`config.mk`:
```
export PLATFORM = sky130hd
export DESIGN_NAME = pcmvs_voice_slot
export DESIGN_NICKNAME = d
export VERILOG_FILES = /design/src/include/pcmvs_pkg.sv /design/src/verilog/pcmvs_pin_sync.sv /design/src/verilog/pcmvs_voice_slot.sv
export SDC_FILE = /design/constraint.sdc
export NUM_CORES = 1
export LEC_CHECK = 0
export BUFFER_PORTS_ARGS = -buffer_cell sky130_fd_sc_hd__buf_2
export CORE_MARGIN = 5
export CORE_UTILIZATION = 58
export CTS_CLUSTER_SIZE = 10
export DETAILED_ROUTE_END_ITERATION = 16
export PLACE_DENSITY = 0.81
export SLEW_MARGIN = 20
export SYNTH_ARGS = -nofsm -noshare
export SYNTH_HDL_FRONTEND = slang
export SYNTH_SLANG_ARGS = --single-unit
```
`constraint.sdc`:
```
create_clock -name sys_clk -period 5.7 [get_ports sys_clk]
set_input_delay 0.855 -clock sys_clk [delete_from_list [all_inputs] [get_ports sys_clk]]
set_output_delay 0.855 -clock sys_clk [all_outputs]
set_load 0.02 [all_outputs]
```
`src/include/pcmvs_pkg.sv`:
```
// Purpose: constants and types of the PCM voice slot interface
// Assumes: sys_clk at 50 MHz, interface rate given in kHz of bit clock
// Notes: configuration travels as one 32-bit word, fields below
//
// Overview of operation
// - master drives clock and sync, slave receives
// - three duplex channels, each on any of slots 0 to 15
// - 8 kHz: slots equal rate divided by 128
// - 16 kHz: slots equal rate divided by 256
// - transmit and receive share one slot
// - data output floats on unowned slots
// - release after falling edge of last bit
// - transparent wideband: 4 kHz, 16-bit, unchanged
// - on-chip codec: linear 16-bit at 16 kHz
// - short or long sync, master or slave
// - short sync: one bit, high, rising aligned
// - short slave: sync on fall, slot next rise
// - long sync: three bits, starts with bit zero
// - 13 sample bits, placement and order configurable
// - fill bits ignored in, filled out as configured
// - reset format: left justified, msb first
// - shared voice buffer holds 1040 bytes
// - settings load from command or config file
package pcmvs_pkg;
   // ************************************************************
   // clocking and sizes
   // ************************************************************
   localparam int SYS_CLK_KHZ = 50000;
   localparam int BASE_RATE_KHZ = 128;
   localparam int NUM_CH = 3;
   localparam int SLOT_BITS = 16;
   localparam int SAMPLE_BITS = 13;
   localparam int FILL_BITS = 3;
   localparam int LONG_SYNC_BITS = 3;
   localparam int VOICE_BUF_BYTES = 1040;
   localparam int MAX_RATE_SEL = 4;
   localparam int CNT_W = 10;

   // ************************************************************
   // configuration word layout
   // ************************************************************
   localparam int CFG_MASTER_POS = 0;
   localparam int CFG_LONG_POS = 1;
   localparam int CFG_RATE_POS = 2;
   localparam int CFG_FRATE_POS = 5;
   localparam int CFG_MODE_POS = 7;
   localparam int CFG_RJUST_POS = 9;
   localparam int CFG_LSBF_POS = 10;
   localparam int CFG_FILL_POS = 11;
   localparam int CFG_FVAL_POS = 13;
   localparam int CFG_EN_POS = 16;
   localparam int CFG_CHEN_POS = 17;
   localparam int CFG_SLOT0_POS = 20;
   localparam int CFG_SLOT_W = 4;
   localparam logic [31:0] CFG_RESET = 32'h2100_0000;

   // ************************************************************
   // types
   // ************************************************************
   typedef enum logic [1:0] {FR_8K, FR_16K, FR_4K} pcmvs_frate_t;
   typedef enum logic [1:0] {VM_NARROW, VM_TRANSPARENT, VM_CODEC} pcmvs_mode_t;
   typedef enum logic [1:0] {FILL_ZERO, FILL_ONE, FILL_SIGN, FILL_VALUE} pcmvs_fill_t;
   typedef enum logic [1:0] {LK_IDLE, LK_HUNT, LK_RUN} pcmvs_lock_t;
endpackage

```
`src/verilog/pcmvs_pin_sync.sv`:
```
// Purpose: three-stage synchroniser for a pin level
// Assumes: input asynchronous to sys_clk
// Notes: level changes only once stages two and three agree
`timescale 1ns/1ps
module pcmvs_pin_sync
   import pcmvs_pkg::*;
(
   input wire logic sys_clk,
   input wire logic rstn,
   input wire logic pinIn,
   output logic pinLevel
);
   logic st1_q;
   logic st2_q;
   logic st3_q;
   logic level_q;
   wire agree = (st2_q == st3_q);

   always_ff @(posedge sys_clk) begin
      if (!rstn) begin
         st1_q <= 1'b0;
         st2_q <= 1'b0;
         st3_q <= 1'b0;
         level_q <= 1'b0;
      end else begin
         st1_q <= pinIn;
         st2_q <= st1_q;
         st3_q <= st2_q;
         if (agree) begin
            level_q <= st3_q;
         end
      end
   end

   assign pinLevel = level_q;
endmodule // pcmvs_pin_sync

```
`src/verilog/pcmvs_voice_slot.sv`:
```
// Purpose: time-slotted PCM voice port with three duplex channels
// Assumes: slave bit clock well below sys_clk / 6
// Notes: a configuration load restarts framing
`timescale 1ns/1ps
module pcmvs_voice_slot
   import pcmvs_pkg::*;
#(
   parameter int BUF_BYTES = VOICE_BUF_BYTES
)(
   input wire logic sys_clk,
   input wire logic rstn,
   input wire logic cmdLoad,
   input wire logic [31:0] cmdCfg,
   input wire logic fileLoad,
   input wire logic [31:0] fileCfg,
   input wire logic [NUM_CH-1:0][SLOT_BITS-1:0] chTxData,
   output logic txTake,
   output logic [NUM_CH-1:0][SLOT_BITS-1:0] chRxData,
   output logic [NUM_CH-1:0] chRxValid,
   input wire logic bclkIn,
   output logic bclkOut,
   output logic bclkOe,
   input wire logic syncIn,
   output logic syncOut,
   output logic syncOe,
   input wire logic dinPin,
   output logic doutPin,
   output logic doutOe,
   output logic [5:0] numSlots,
   output logic frameLock,
   output logic cfgBad
);
   // ************************************************************
   // elaboration checks
   // ************************************************************
   if (BUF_BYTES < VOICE_BUF_BYTES) begin : g_buf_chk
      $error("voice buffer smaller than one full packet payload");
   end

   // ************************************************************
   // configuration
   // ************************************************************
   logic [31:0] cfg_q;
   wire anyLoad = cmdLoad | fileLoad;
   wire [31:0] cfgNew = cmdLoad ? cmdCfg : fileCfg;

   always_ff @(posedge sys_clk) begin
      if (!rstn) begin
         cfg_q <= CFG_RESET;
      end else if (anyLoad) begin
         cfg_q <= cfgNew;
      end
   end

   wire cfgMaster = cfg_q[CFG_MASTER_POS];
   wire cfgLong = cfg_q[CFG_LONG_POS];
   wire [2:0] rateSel = cfg_q[CFG_RATE_POS +: 3];
   wire [1:0] frRaw = cfg_q[CFG_FRATE_POS +: 2];
   wire [1:0] modeRaw = cfg_q[CFG_MODE_POS +: 2];
   wire cfgRjust = cfg_q[CFG_RJUST_POS];
   wire cfgLsbf = cfg_q[CFG_LSBF_POS];
   wire [1:0] fillRaw = cfg_q[CFG_FILL_POS +: 2];
   wire [2:0] fillVal = cfg_q[CFG_FVAL_POS +: FILL_BITS];
   wire cfgEn = cfg_q[CFG_EN_POS];
   wire [NUM_CH-1:0] chEn = cfg_q[CFG_CHEN_POS +: NUM_CH];
   wire [NUM_CH*CFG_SLOT_W-1:0] chSlots = cfg_q[CFG_SLOT0_POS +: NUM_CH*CFG_SLOT_W];

   // ************************************************************
   // frame geometry
   // ************************************************************
   wire pcmvs_mode_t vMode = pcmvs_mode_t'(modeRaw);
   wire pcmvs_fill_t fillMode = pcmvs_fill_t'(fillRaw);
   wire pcmvs_frate_t effFr = (vMode == VM_TRANSPARENT) ? FR_4K :
                              (vMode == VM_CODEC) ? FR_16K :
                              pcmvs_frate_t'(frRaw);
   wire rawFmt = (vMode != VM_NARROW);
   wire [CNT_W-1:0] bits8k = CNT_W'(16) << rateSel;
   wire [CNT_W-1:0] bits16k = CNT_W'(8) << rateSel;
   wire [CNT_W-1:0] bits4k = CNT_W'(32) << rateSel;
   wire [CNT_W-1:0] frameBits = (effFr == FR_16K) ? bits16k :
                                (effFr == FR_4K) ? bits4k : bits8k;
   wire [CNT_W-1:0] frameLast = frameBits - CNT_W'(1);
   wire badRate = (rateSel > 3'(MAX_RATE_SEL)) || (frRaw == 2'd3) || (modeRaw == 2'd3);
   wire bad16 = (effFr == FR_16K) && (rateSel == 3'd0);
   wire runOk = cfgEn && !badRate && !bad16;
   assign numSlots = 6'(frameBits >> 4);
   assign cfgBad = badRate | bad16;

   // ************************************************************
   // functions
   // ************************************************************
   function automatic logic [7:0] halfDiv(input logic [2:0] sel);
      case (sel)
         3'd0: halfDiv = 8'(SYS_CLK_KHZ / (BASE_RATE_KHZ * 2));
         3'd1: halfDiv = 8'(SYS_CLK_KHZ / (BASE_RATE_KHZ * 4));
         3'd2: halfDiv = 8'(SYS_CLK_KHZ / (BASE_RATE_KHZ * 8));
         3'd3: halfDiv = 8'(SYS_CLK_KHZ / (BASE_RATE_KHZ * 16));
         default: halfDiv = 8'(SYS_CLK_KHZ / (BASE_RATE_KHZ * 32));
      endcase
   endfunction

   // owner lookup: bit 2 hit, bits 1:0 channel, lowest channel wins
   function automatic logic [2:0] ownerOf(input logic [CNT_W-1:0] cnt,
                                           input logic [NUM_CH-1:0] en,
                                           input logic [NUM_CH*CFG_SLOT_W-1:0] slots);
      logic [5:0] slot;
      slot = 6'(cnt >> 4);
      ownerOf = 3'b000;
      for (int i = NUM_CH - 1; i >= 0; i--) begin
         if (en[i] && (slot == 6'(slots[i*CFG_SLOT_W +: CFG_SLOT_W]))) begin
            ownerOf = {1'b1, 2'(i)};
         end
      end
   endfunction

   function automatic logic [15:0] fmtTx(input logic [15:0] smp);
      logic [2:0] fill;
      fill = 3'b000;
      case (fillMode)
         FILL_ZERO: fill = 3'b000;
         FILL_ONE: fill = 3'b111;
         FILL_SIGN: fill = {3{smp[SAMPLE_BITS-1]}};
         default: fill = fillVal;
      endcase
      if (rawFmt) begin
         fmtTx = smp;
      end else if (cfgRjust) begin
         fmtTx = {fill, smp[SAMPLE_BITS-1:0]};
      end else begin
         fmtTx = {smp[SAMPLE_BITS-1:0], fill};
      end
   endfunction

   function automatic logic [15:0] fmtRx(input logic [15:0] w);
      logic [12:0] s;
      s = cfgRjust ? w[SAMPLE_BITS-1:0] : w[15:FILL_BITS];
      fmtRx = rawFmt ? w : {{FILL_BITS{s[SAMPLE_BITS-1]}}, s};
   endfunction

   // ************************************************************
   // pin synchronisers and bit clock edges
   // ************************************************************
   logic bclkS;
   logic syncS;
   logic dinS;

   pcmvs_pin_sync u_bclk (
      .sys_clk(sys_clk),
      .rstn(rstn),
      .pinIn(bclkIn),
      .pinLevel(bclkS)
   );
   pcmvs_pin_sync u_sync (
      .sys_clk(sys_clk),
      .rstn(rstn),
      .pinIn(syncIn),
      .pinLevel(syncS)
   );
   pcmvs_pin_sync u_din (
      .sys_clk(sys_clk),
      .rstn(rstn),
      .pinIn(dinPin),
      .pinLevel(dinS)
   );

   logic [7:0] divCnt_q;
   logic bclkGen_q;
   logic bclkPrev_q;
   pcmvs_lock_t lock_q;
   pcmvs_lock_t lock_d;
   wire mRun = cfgMaster && runOk && (lock_q == LK_RUN);
   wire divWrap = (divCnt_q == 8'h00);
   wire mRise = mRun && divWrap && !bclkGen_q;
   wire mFall = mRun && divWrap && bclkGen_q;
   wire sRise = !cfgMaster && runOk && bclkS && !bclkPrev_q;
   wire sFall = !cfgMaster && runOk && !bclkS && bclkPrev_q;
   wire riseEv = cfgMaster ? mRise : sRise;
   wire fallEv = cfgMaster ? mFall : sFall;

   always_ff @(posedge sys_clk) begin
      if (!rstn || !mRun) begin
         divCnt_q <= 8'h00;
         bclkGen_q <= 1'b0;
      end else if (divWrap) begin
         divCnt_q <= halfDiv(rateSel) - 8'h01;
         bclkGen_q <= !bclkGen_q;
      end else begin
         divCnt_q <= divCnt_q - 8'h01;
      end
   end

   always_ff @(posedge sys_clk) begin
      if (!rstn) begin
         bclkPrev_q <= 1'b0;
      end else begin
         bclkPrev_q <= bclkS;
      end
   end

   // ************************************************************
   // framing
   // ************************************************************
   logic [CNT_W-1:0] bitCnt_q;
   logic [CNT_W-1:0] bitCnt_d;
   logic pendStart_q;
   logic syncFallPrev_q;
   wire shortHit = fallEv && syncS && !cfgLong;
   wire longHit = fallEv && syncS && !syncFallPrev_q && cfgLong;
   wire [CNT_W-1:0] nextCnt = pendStart_q ? '0 :
                              (bitCnt_q == frameLast) ? '0 : bitCnt_q + CNT_W'(1);
   wire [3:0] curBit = bitCnt_q[3:0];
   wire [3:0] curPos = cfgLsbf ? curBit : 4'd15 - curBit;
   wire [3:0] nxtPos = cfgLsbf ? nextCnt[3:0] : 4'd15 - nextCnt[3:0];
   wire [2:0] txOwn = ownerOf(nextCnt, chEn, chSlots);
   wire [2:0] rxOwn = ownerOf(bitCnt_q, chEn, chSlots);
   wire lastBit = (curBit == 4'd15);
   wire inRun = (lock_q == LK_RUN);

   always_comb begin
      lock_d = lock_q;
      bitCnt_d = bitCnt_q;
      case (lock_q)
         LK_IDLE: begin
            bitCnt_d = frameLast;
            if (runOk) begin
               lock_d = cfgMaster ? LK_RUN : LK_HUNT;
            end
         end
         LK_HUNT: begin
            if (shortHit || longHit) begin
               lock_d = LK_RUN;
            end
            if (longHit) begin
               bitCnt_d = '0;
            end
         end
         LK_RUN: begin
            if (riseEv) begin
               bitCnt_d = nextCnt;
            end else if (longHit) begin
               bitCnt_d = '0;
            end
         end
         default: lock_d = LK_IDLE;
      endcase
      if (!runOk || anyLoad) begin
         lock_d = LK_IDLE;
      end
   end

   always_ff @(posedge sys_clk) begin
      if (!rstn) begin
         lock_q <= LK_IDLE;
         bitCnt_q <= '0;
         pendStart_q <= 1'b0;
         syncFallPrev_q <= 1'b0;
      end else begin
         lock_q <= lock_d;
         bitCnt_q <= bitCnt_d;
         if (shortHit) begin
            pendStart_q <= 1'b1;
         end else if (riseEv || lock_d == LK_IDLE) begin
            pendStart_q <= 1'b0;
         end
         if (fallEv) begin
            syncFallPrev_q <= syncS;
         end
      end
   end

   assign frameLock = inRun;

   // ************************************************************
   // master frame sync
   // ************************************************************
   logic syncGen_q;
   wire syncNext = cfgLong ? (nextCnt < CNT_W'(LONG_SYNC_BITS)) : (nextCnt == frameLast);

   always_ff @(posedge sys_clk) begin
      if (!rstn || !mRun) begin
         syncGen_q <= 1'b0;
      end else if (mRise) begin
         syncGen_q <= syncNext;
      end
   end

   assign bclkOut = bclkGen_q;
   assign syncOut = syncGen_q;
   assign bclkOe = cfgMaster && runOk;
   assign syncOe = cfgMaster && runOk;

   // ************************************************************
   // transmit
   // ************************************************************
   logic [NUM_CH-1:0][SLOT_BITS-1:0] txWord_q;
   logic dout_q;
   logic doutOe_q;
   logic txTake_q;
   wire latchTx = inRun && riseEv && (nextCnt == frameLast);

   always_ff @(posedge sys_clk) begin
      if (!rstn) begin
         txWord_q <= '0;
         txTake_q <= 1'b0;
      end else begin
         txTake_q <= latchTx;
         if (latchTx) begin
            for (int i = 0; i < NUM_CH; i++) begin
               txWord_q[i] <= fmtTx(chTxData[i]);
            end
         end
      end
   end

   always_ff @(posedge sys_clk) begin
      if (!rstn || !inRun) begin
         dout_q <= 1'b0;
         doutOe_q <= 1'b0;
      end else if (riseEv) begin
         doutOe_q <= txOwn[2];
         dout_q <= txOwn[2] ? txWord_q[txOwn[1:0]][nxtPos] : 1'b0;
      end else if (fallEv && lastBit) begin
         doutOe_q <= 1'b0;
      end
   end

   assign doutPin = dout_q;
   assign doutOe = doutOe_q;
   assign txTake = txTake_q;

   // ************************************************************
   // receive
   // ************************************************************
   logic [SLOT_BITS-1:0] rxShift_q;
   logic [NUM_CH-1:0][SLOT_BITS-1:0] rxData_q;
   logic [NUM_CH-1:0] rxValid_q;
   logic [SLOT_BITS-1:0] rxAsm;

   always_comb begin
      rxAsm = rxShift_q;
      rxAsm[curPos] = dinS;
   end

   always_ff @(posedge sys_clk) begin
      if (!rstn) begin
         rxShift_q <= '0;
         rxData_q <= '0;
         rxValid_q <= '0;
      end else begin
         rxValid_q <= '0;
         if (inRun && fallEv && rxOwn[2]) begin
            rxShift_q <= rxAsm;
            if (lastBit) begin
               rxData_q[rxOwn[1:0]] <= fmtRx(rxAsm);
               rxValid_q[rxOwn[1:0]] <= 1'b1;
            end
         end
      end
   end

   assign chRxData = rxData_q;
   assign chRxValid = rxValid_q;
endmodule // pcmvs_voice_slot

```
==> flow_metrics.env <==
export IMPL_die_width_um=149
export IMPL_synth_ff_latch_count=187
export IMPL_hold_path_end="u_bclk.st2_q"
export IMPL_synth_largest_area_cell="sky130_fd_sc_hd__dfxtp_1"
export IMPL_first_global_vias=9973
export IMPL_final_cells=1778
export IMPL_static_leakage_nw=5.26
export IMPL_groute_usage_overall_pct=28.4
export IMPL_synth_edf_count=0
export IMPL_route_antenna_remaining_nets=0
export IMPL_asyncSetResetFlopFracSynth_pct=0
export IMPL_place_worst_setup_slack_ps=544
export IMPL_worst_reg2reg_startpoint="cfg_q[7]"
export IMPL_critPathTopFamily="simple AND/OR/NAND/NOR gates"
export IMPL_crit_fanout=44
export IMPL_crit_reg2reg_capture="txWord_q[14]"
export IMPL_critical_path_cell_chain="nor2b_1 > nor2_1 > or2_2 > ha_1 > buf_4 > nor2b_1 > nand2b_1 > nand2_1 > ha_1 > xor2_1 > and3_1 > o211ai_1 > or3_1 > o31ai_1 > buf_4 > nor2_1 > o22a_1 > nor4b_4 > clkbuf_16 > mux2i_1 > nor2_1"
export IMPL_detail_route_vias_per_cell=5.99
export IMPL_synthDistinctLibCells=85
export IMPL_placed_area_mm2=0.0122
export IMPL_finish_net_count=1631
export IMPL_clock_fmax_ghz=0.188
export IMPL_cts_num_sinks=187
export IMPL_final_fill_count=1618
export IMPL_place_congestion=0.962
export IMPL_vdd_drop_max_uv=198
export IMPL_finalSetupViolCount=0
export IMPL_sequential_to_total_area_share_from_yosys_stat_pct=33.3
export IMPL_post_cts_resized_instances=0
export IMPL_layout_drive_gt1_share_pct=19.3
export IMPL_global_route_overflow_total=0
export IMPL_final_period_minus_worst_setup_slack_ps=5320
export IMPL_tritoncts="yes"
export IMPL_hpwlAfterDp_um=23200
export IMPL_multi_input_area_mm2=0.00697
export IMPL_cell_area_after_synthesis_mm2=0.0113
export IMPL_arrival_time_worst_endpoint_ps=5610
export IMPL_synth_ff_type="sky130_fd_sc_hd__dfxtp_1"
export IMPL_worst_path_largest_cell_delay_ps=530
export IMPL_critical_path_endpoint_type="register"
export IMPL_tritoncts_num_buffers=17
export IMPL_slew_violations=0
export IMPL_synth_nets=1513
export IMPL_worst_slack_ps=376
export IMPL_floorplan_initialDensity_pct=58.4
export IMPL_cellPowerDensity_mw_per_mm2=260
export IMPL_critical_path_top_cell_by_count="sky130_fd_sc_hd__nor2_1"
export IMPL_clock_network_latency_to_the_later_pin_of_the_worst_skew_pair_ps=440
export IMPL_max_cap_viol_count=0
export IMPL_first_pass_iters=6
export IMPL_layout_area_seq_mm2=0.00374
export IMPL_placed_cells=1746
export IMPL_critical_path_slowest_cell="sky130_fd_sc_hd__or3_1"
export IMPL_route_final_wire_length_um=32500
export IMPL_grt_antenna_before_repair=1
export IMPL_row_count=51
export IMPL_cts_setup_buffers=0
export IMPL_worstRegToRegCells=21
export IMPL_hold_path_class="register to register"
export IMPL_fin_skew_ps=8.79
export IMPL_die_area_mm2=0.0223
export IMPL_buffer_ports_inserted=184
export IMPL_clock_h_tree_levels=4
export IMPL_detail_route_drc_violations=0
export IMPL_critical_path_buf_inv_count=3
export IMPL_layout_core_utilization_pct=66.3
export IMPL_required_ps=5990
export IMPL_cts_hold_buf=0
export IMPL_worstHoldStart="u_bclk.st1_q"
export IMPL_final_hold_viol_count=0
export IMPL_worst_slew_pin_transition_ps=1080
export IMPL_insertedDiodeCount=0
export IMPL_yosys_warnings=0
export IMPL_critPathLaunchType="register"
export IMPL_die_height_um=149
export IMPL_outcome="completed"
export IMPL_root_buffer="sky130_fd_sc_hd__clkbuf_16"
export IMPL_synth_area_top_cells="sky130_fd_sc_hd__dfxtp_1 (33%), sky130_fd_sc_hd__mux2i_1 (15%), sky130_fd_sc_hd__nor2_1 (8.4%)"
export IMPL_final_std_cell_area_no_fill_mm2=0.0128
export IMPL_clock_tree_buffer_depth=2
export IMPL_ios=185
export IMPL_clkTransAtPathRegs_ps=80
export IMPL_maximum_number_of_pins_on_one_net_before_global_route_repair=88
export IMPL_avgRoutedWirePerCell_um=18.3
export IMPL_grt_pass1_wl_um=51400
export IMPL_drtIter0Drc=960
export IMPL_synth_top_cell_area_share_pct=33.3
export IMPL_relSlewSlack_pct=28.1
export IMPL_period_share_pct=93.4
export IMPL_placeableCoreArea_mm2=0.0193
export IMPL_criticalPathCategory="register to register"
export IMPL_vias=10600
export IMPL_post_synth_inst_count=1383
export IMPL_setup_reg_to_reg_worst_slack_ps=380
export IMPL_synthesis_area_per_instance_um2=8.14
export IMPL_power_w=0.00333
export IMPL_hold_path_cell_count=1
export IMPL_synthToLayoutAreaGrowth_pct=13.6
[layout by cell type, fill, tap and decap left out, drive strengths merged, types with 5 or more instances in the layout]
cell	Yosys	routed
or2	8	8
o21a	8	8
or3	11	11
o21ai	25	25
a21oi	110	110
mux2i	171	171
clkinv	1	7
a2111oi	8	8
mux2	6	6
and3	6	6
nor3	31	31
xor2	16	16
nor2b	6	6
nand2	120	120
a221oi	9	9
o22ai	6	6
inv	22	28
nand4	9	9
nand3	27	27
nand4b	5	5
o31ai	6	6
nor4	11	11
o211ai	5	5
dfxtp	187	187
ha	11	11
clkbuf	67	19
and2	17	17
a211oi	63	63
xnor2	34	34
nand2b	7	7
nor2	254	254
a31oi	13	13
buf	36	201
[synthesized netlist by cell type (4+ instances only)]
master,n
sky130_fd_sc_hd__nor3_1,30
sky130_fd_sc_hd__a211oi_2,25
sky130_fd_sc_hd__nand4b_1,5
sky130_fd_sc_hd__nand4_1,9
sky130_fd_sc_hd__or2_2,8
sky130_fd_sc_hd__nor4_1,10
sky130_fd_sc_hd__o22ai_1,6
sky130_fd_sc_hd__xnor2_1,33
sky130_fd_sc_hd__mux2_2,6
sky130_fd_sc_hd__buf_1,10
sky130_fd_sc_hd__o31ai_1,5
sky130_fd_sc_hd__buf_4,8
sky130_fd_sc_hd__nor3b_1,4
sky130_fd_sc_hd__mux2i_1,170
sky130_fd_sc_hd__and3_1,6
sky130_fd_sc_hd__a21oi_1,109
sky130_fd_sc_hd__o211ai_1,5
sky130_fd_sc_hd__a221oi_1,9
sky130_fd_sc_hd__nand2b_1,7
sky130_fd_sc_hd__o21a_1,8
sky130_fd_sc_hd__o21ai_0,22
sky130_fd_sc_hd__a31oi_1,12
sky130_fd_sc_hd__xor2_1,16
sky130_fd_sc_hd__ha_1,11
sky130_fd_sc_hd__and2_1,17
sky130_fd_sc_hd__a22oi_1,4
sky130_fd_sc_hd__nor2b_1,6
sky130_fd_sc_hd__or3_1,11
sky130_fd_sc_hd__nand3_1,27
sky130_fd_sc_hd__clkbuf_1,67
sky130_fd_sc_hd__dfxtp_1,187
sky130_fd_sc_hd__a311oi_1,4
sky130_fd_sc_hd__a2111oi_0,7
sky130_fd_sc_hd__nand2_1,120
sky130_fd_sc_hd__buf_6,6
sky130_fd_sc_hd__a21boi_0,4
sky130_fd_sc_hd__a211oi_1,38
sky130_fd_sc_hd__inv_1,22
sky130_fd_sc_hd__buf_2,12
sky130_fd_sc_hd__nor2_1,253
[sequential cells by signal, indices dropped and copies added (netlist names), 2 cells and up]
register	count
chRxData	48
cfg_q	32
rxShift_q	16
bitCnt_q	10
chRxValid	3
txWord_q	48
divCnt_q	8
lock_q	2
[how the worst max path moves through the flow]
stage,to,startpoint,depth (start not counted)
5_1_grt,txWord_q[14],cfg_q[7],21
4_1_cts,txWord_q[14],cfg_q[7],21
3_3_place_gp,doutPin,cfg_q[7],19
2_1_floorplan,txWord_q[43],cfg_q[7],20
6_report,txWord_q[14],cfg_q[7],21
3_5_place_dp,txWord_q[14],cfg_q[7],21
[power by group]
part           leakage (nW)  switching (W)  internal (W)  total, W
logic                  3.46       0.000457      0.000309  0.000766
clock network         0.279       0.000570      0.000589   0.00116
registers              1.52      0.0000691       0.00133   0.00140
[final cells by class]
type / instances / area share, %
inverter: 23 / 0.695
clock buffer: 18 / 3.44
timing repair buffer: 202 / 8.45
sequential: 187 / 29.3
tap: 265 / 2.59
multi-input combinational: 1070 / 54.5
clock inverter: 13 / 1.03
[metal layers]
| layer | up-vias | routed length (um) | global-route usage, % |
|---|---|---|---|
| met1 | 4998 | 13600 | 37.4 |
| met5 | - | 11 | 0 |
| met2 | 434 | 15700 | 47.3 |
| met4 | 2 | 623 | 8.24 |
| li1 | 5158 | - | - |
| met3 | 51 | 2480 | 5.74 |
[worst register-to-register path, cell delays in order, from the launching register on]
cell                        delay, ps
sky130_fd_sc_hd__dfxtp_1          430
sky130_fd_sc_hd__nor2b_1          190
sky130_fd_sc_hd__nor2_1            50
sky130_fd_sc_hd__or2_2            310
sky130_fd_sc_hd__ha_1             280
sky130_fd_sc_hd__buf_4            170
sky130_fd_sc_hd__nor2b_1          210
sky130_fd_sc_hd__nand2b_1         130
sky130_fd_sc_hd__nand2_1           70
sky130_fd_sc_hd__ha_1             390
sky130_fd_sc_hd__xor2_1           190
sky130_fd_sc_hd__and3_1           190
sky130_fd_sc_hd__o211ai_1         110
sky130_fd_sc_hd__or3_1            530
sky130_fd_sc_hd__o31ai_1          290
sky130_fd_sc_hd__buf_4            220
sky130_fd_sc_hd__nor2_1            60
sky130_fd_sc_hd__o22a_1           240
sky130_fd_sc_hd__nor4b_4          440
sky130_fd_sc_hd__clkbuf_16        340
sky130_fd_sc_hd__mux2i_1          250
sky130_fd_sc_hd__nor2_1            70
[metrics by stage]
stage	TNS [ps]	hold slack, ps
final	0	440
after global routing	-5.82	461
after CTS	0	446
after detailed placement	0	426
after global placement	0	418
after floorplan	0	412
[cells by family after synthesis]
kind of cell / synth area share, %
xor+xnor: 3.96
simple gates: 21.4
compound gates: 19.1
fa+ha+maj: 1.22
buf+inv: 5.00
mux: 16.1
flops: 33.3
(Power assumes the default switching activity.)
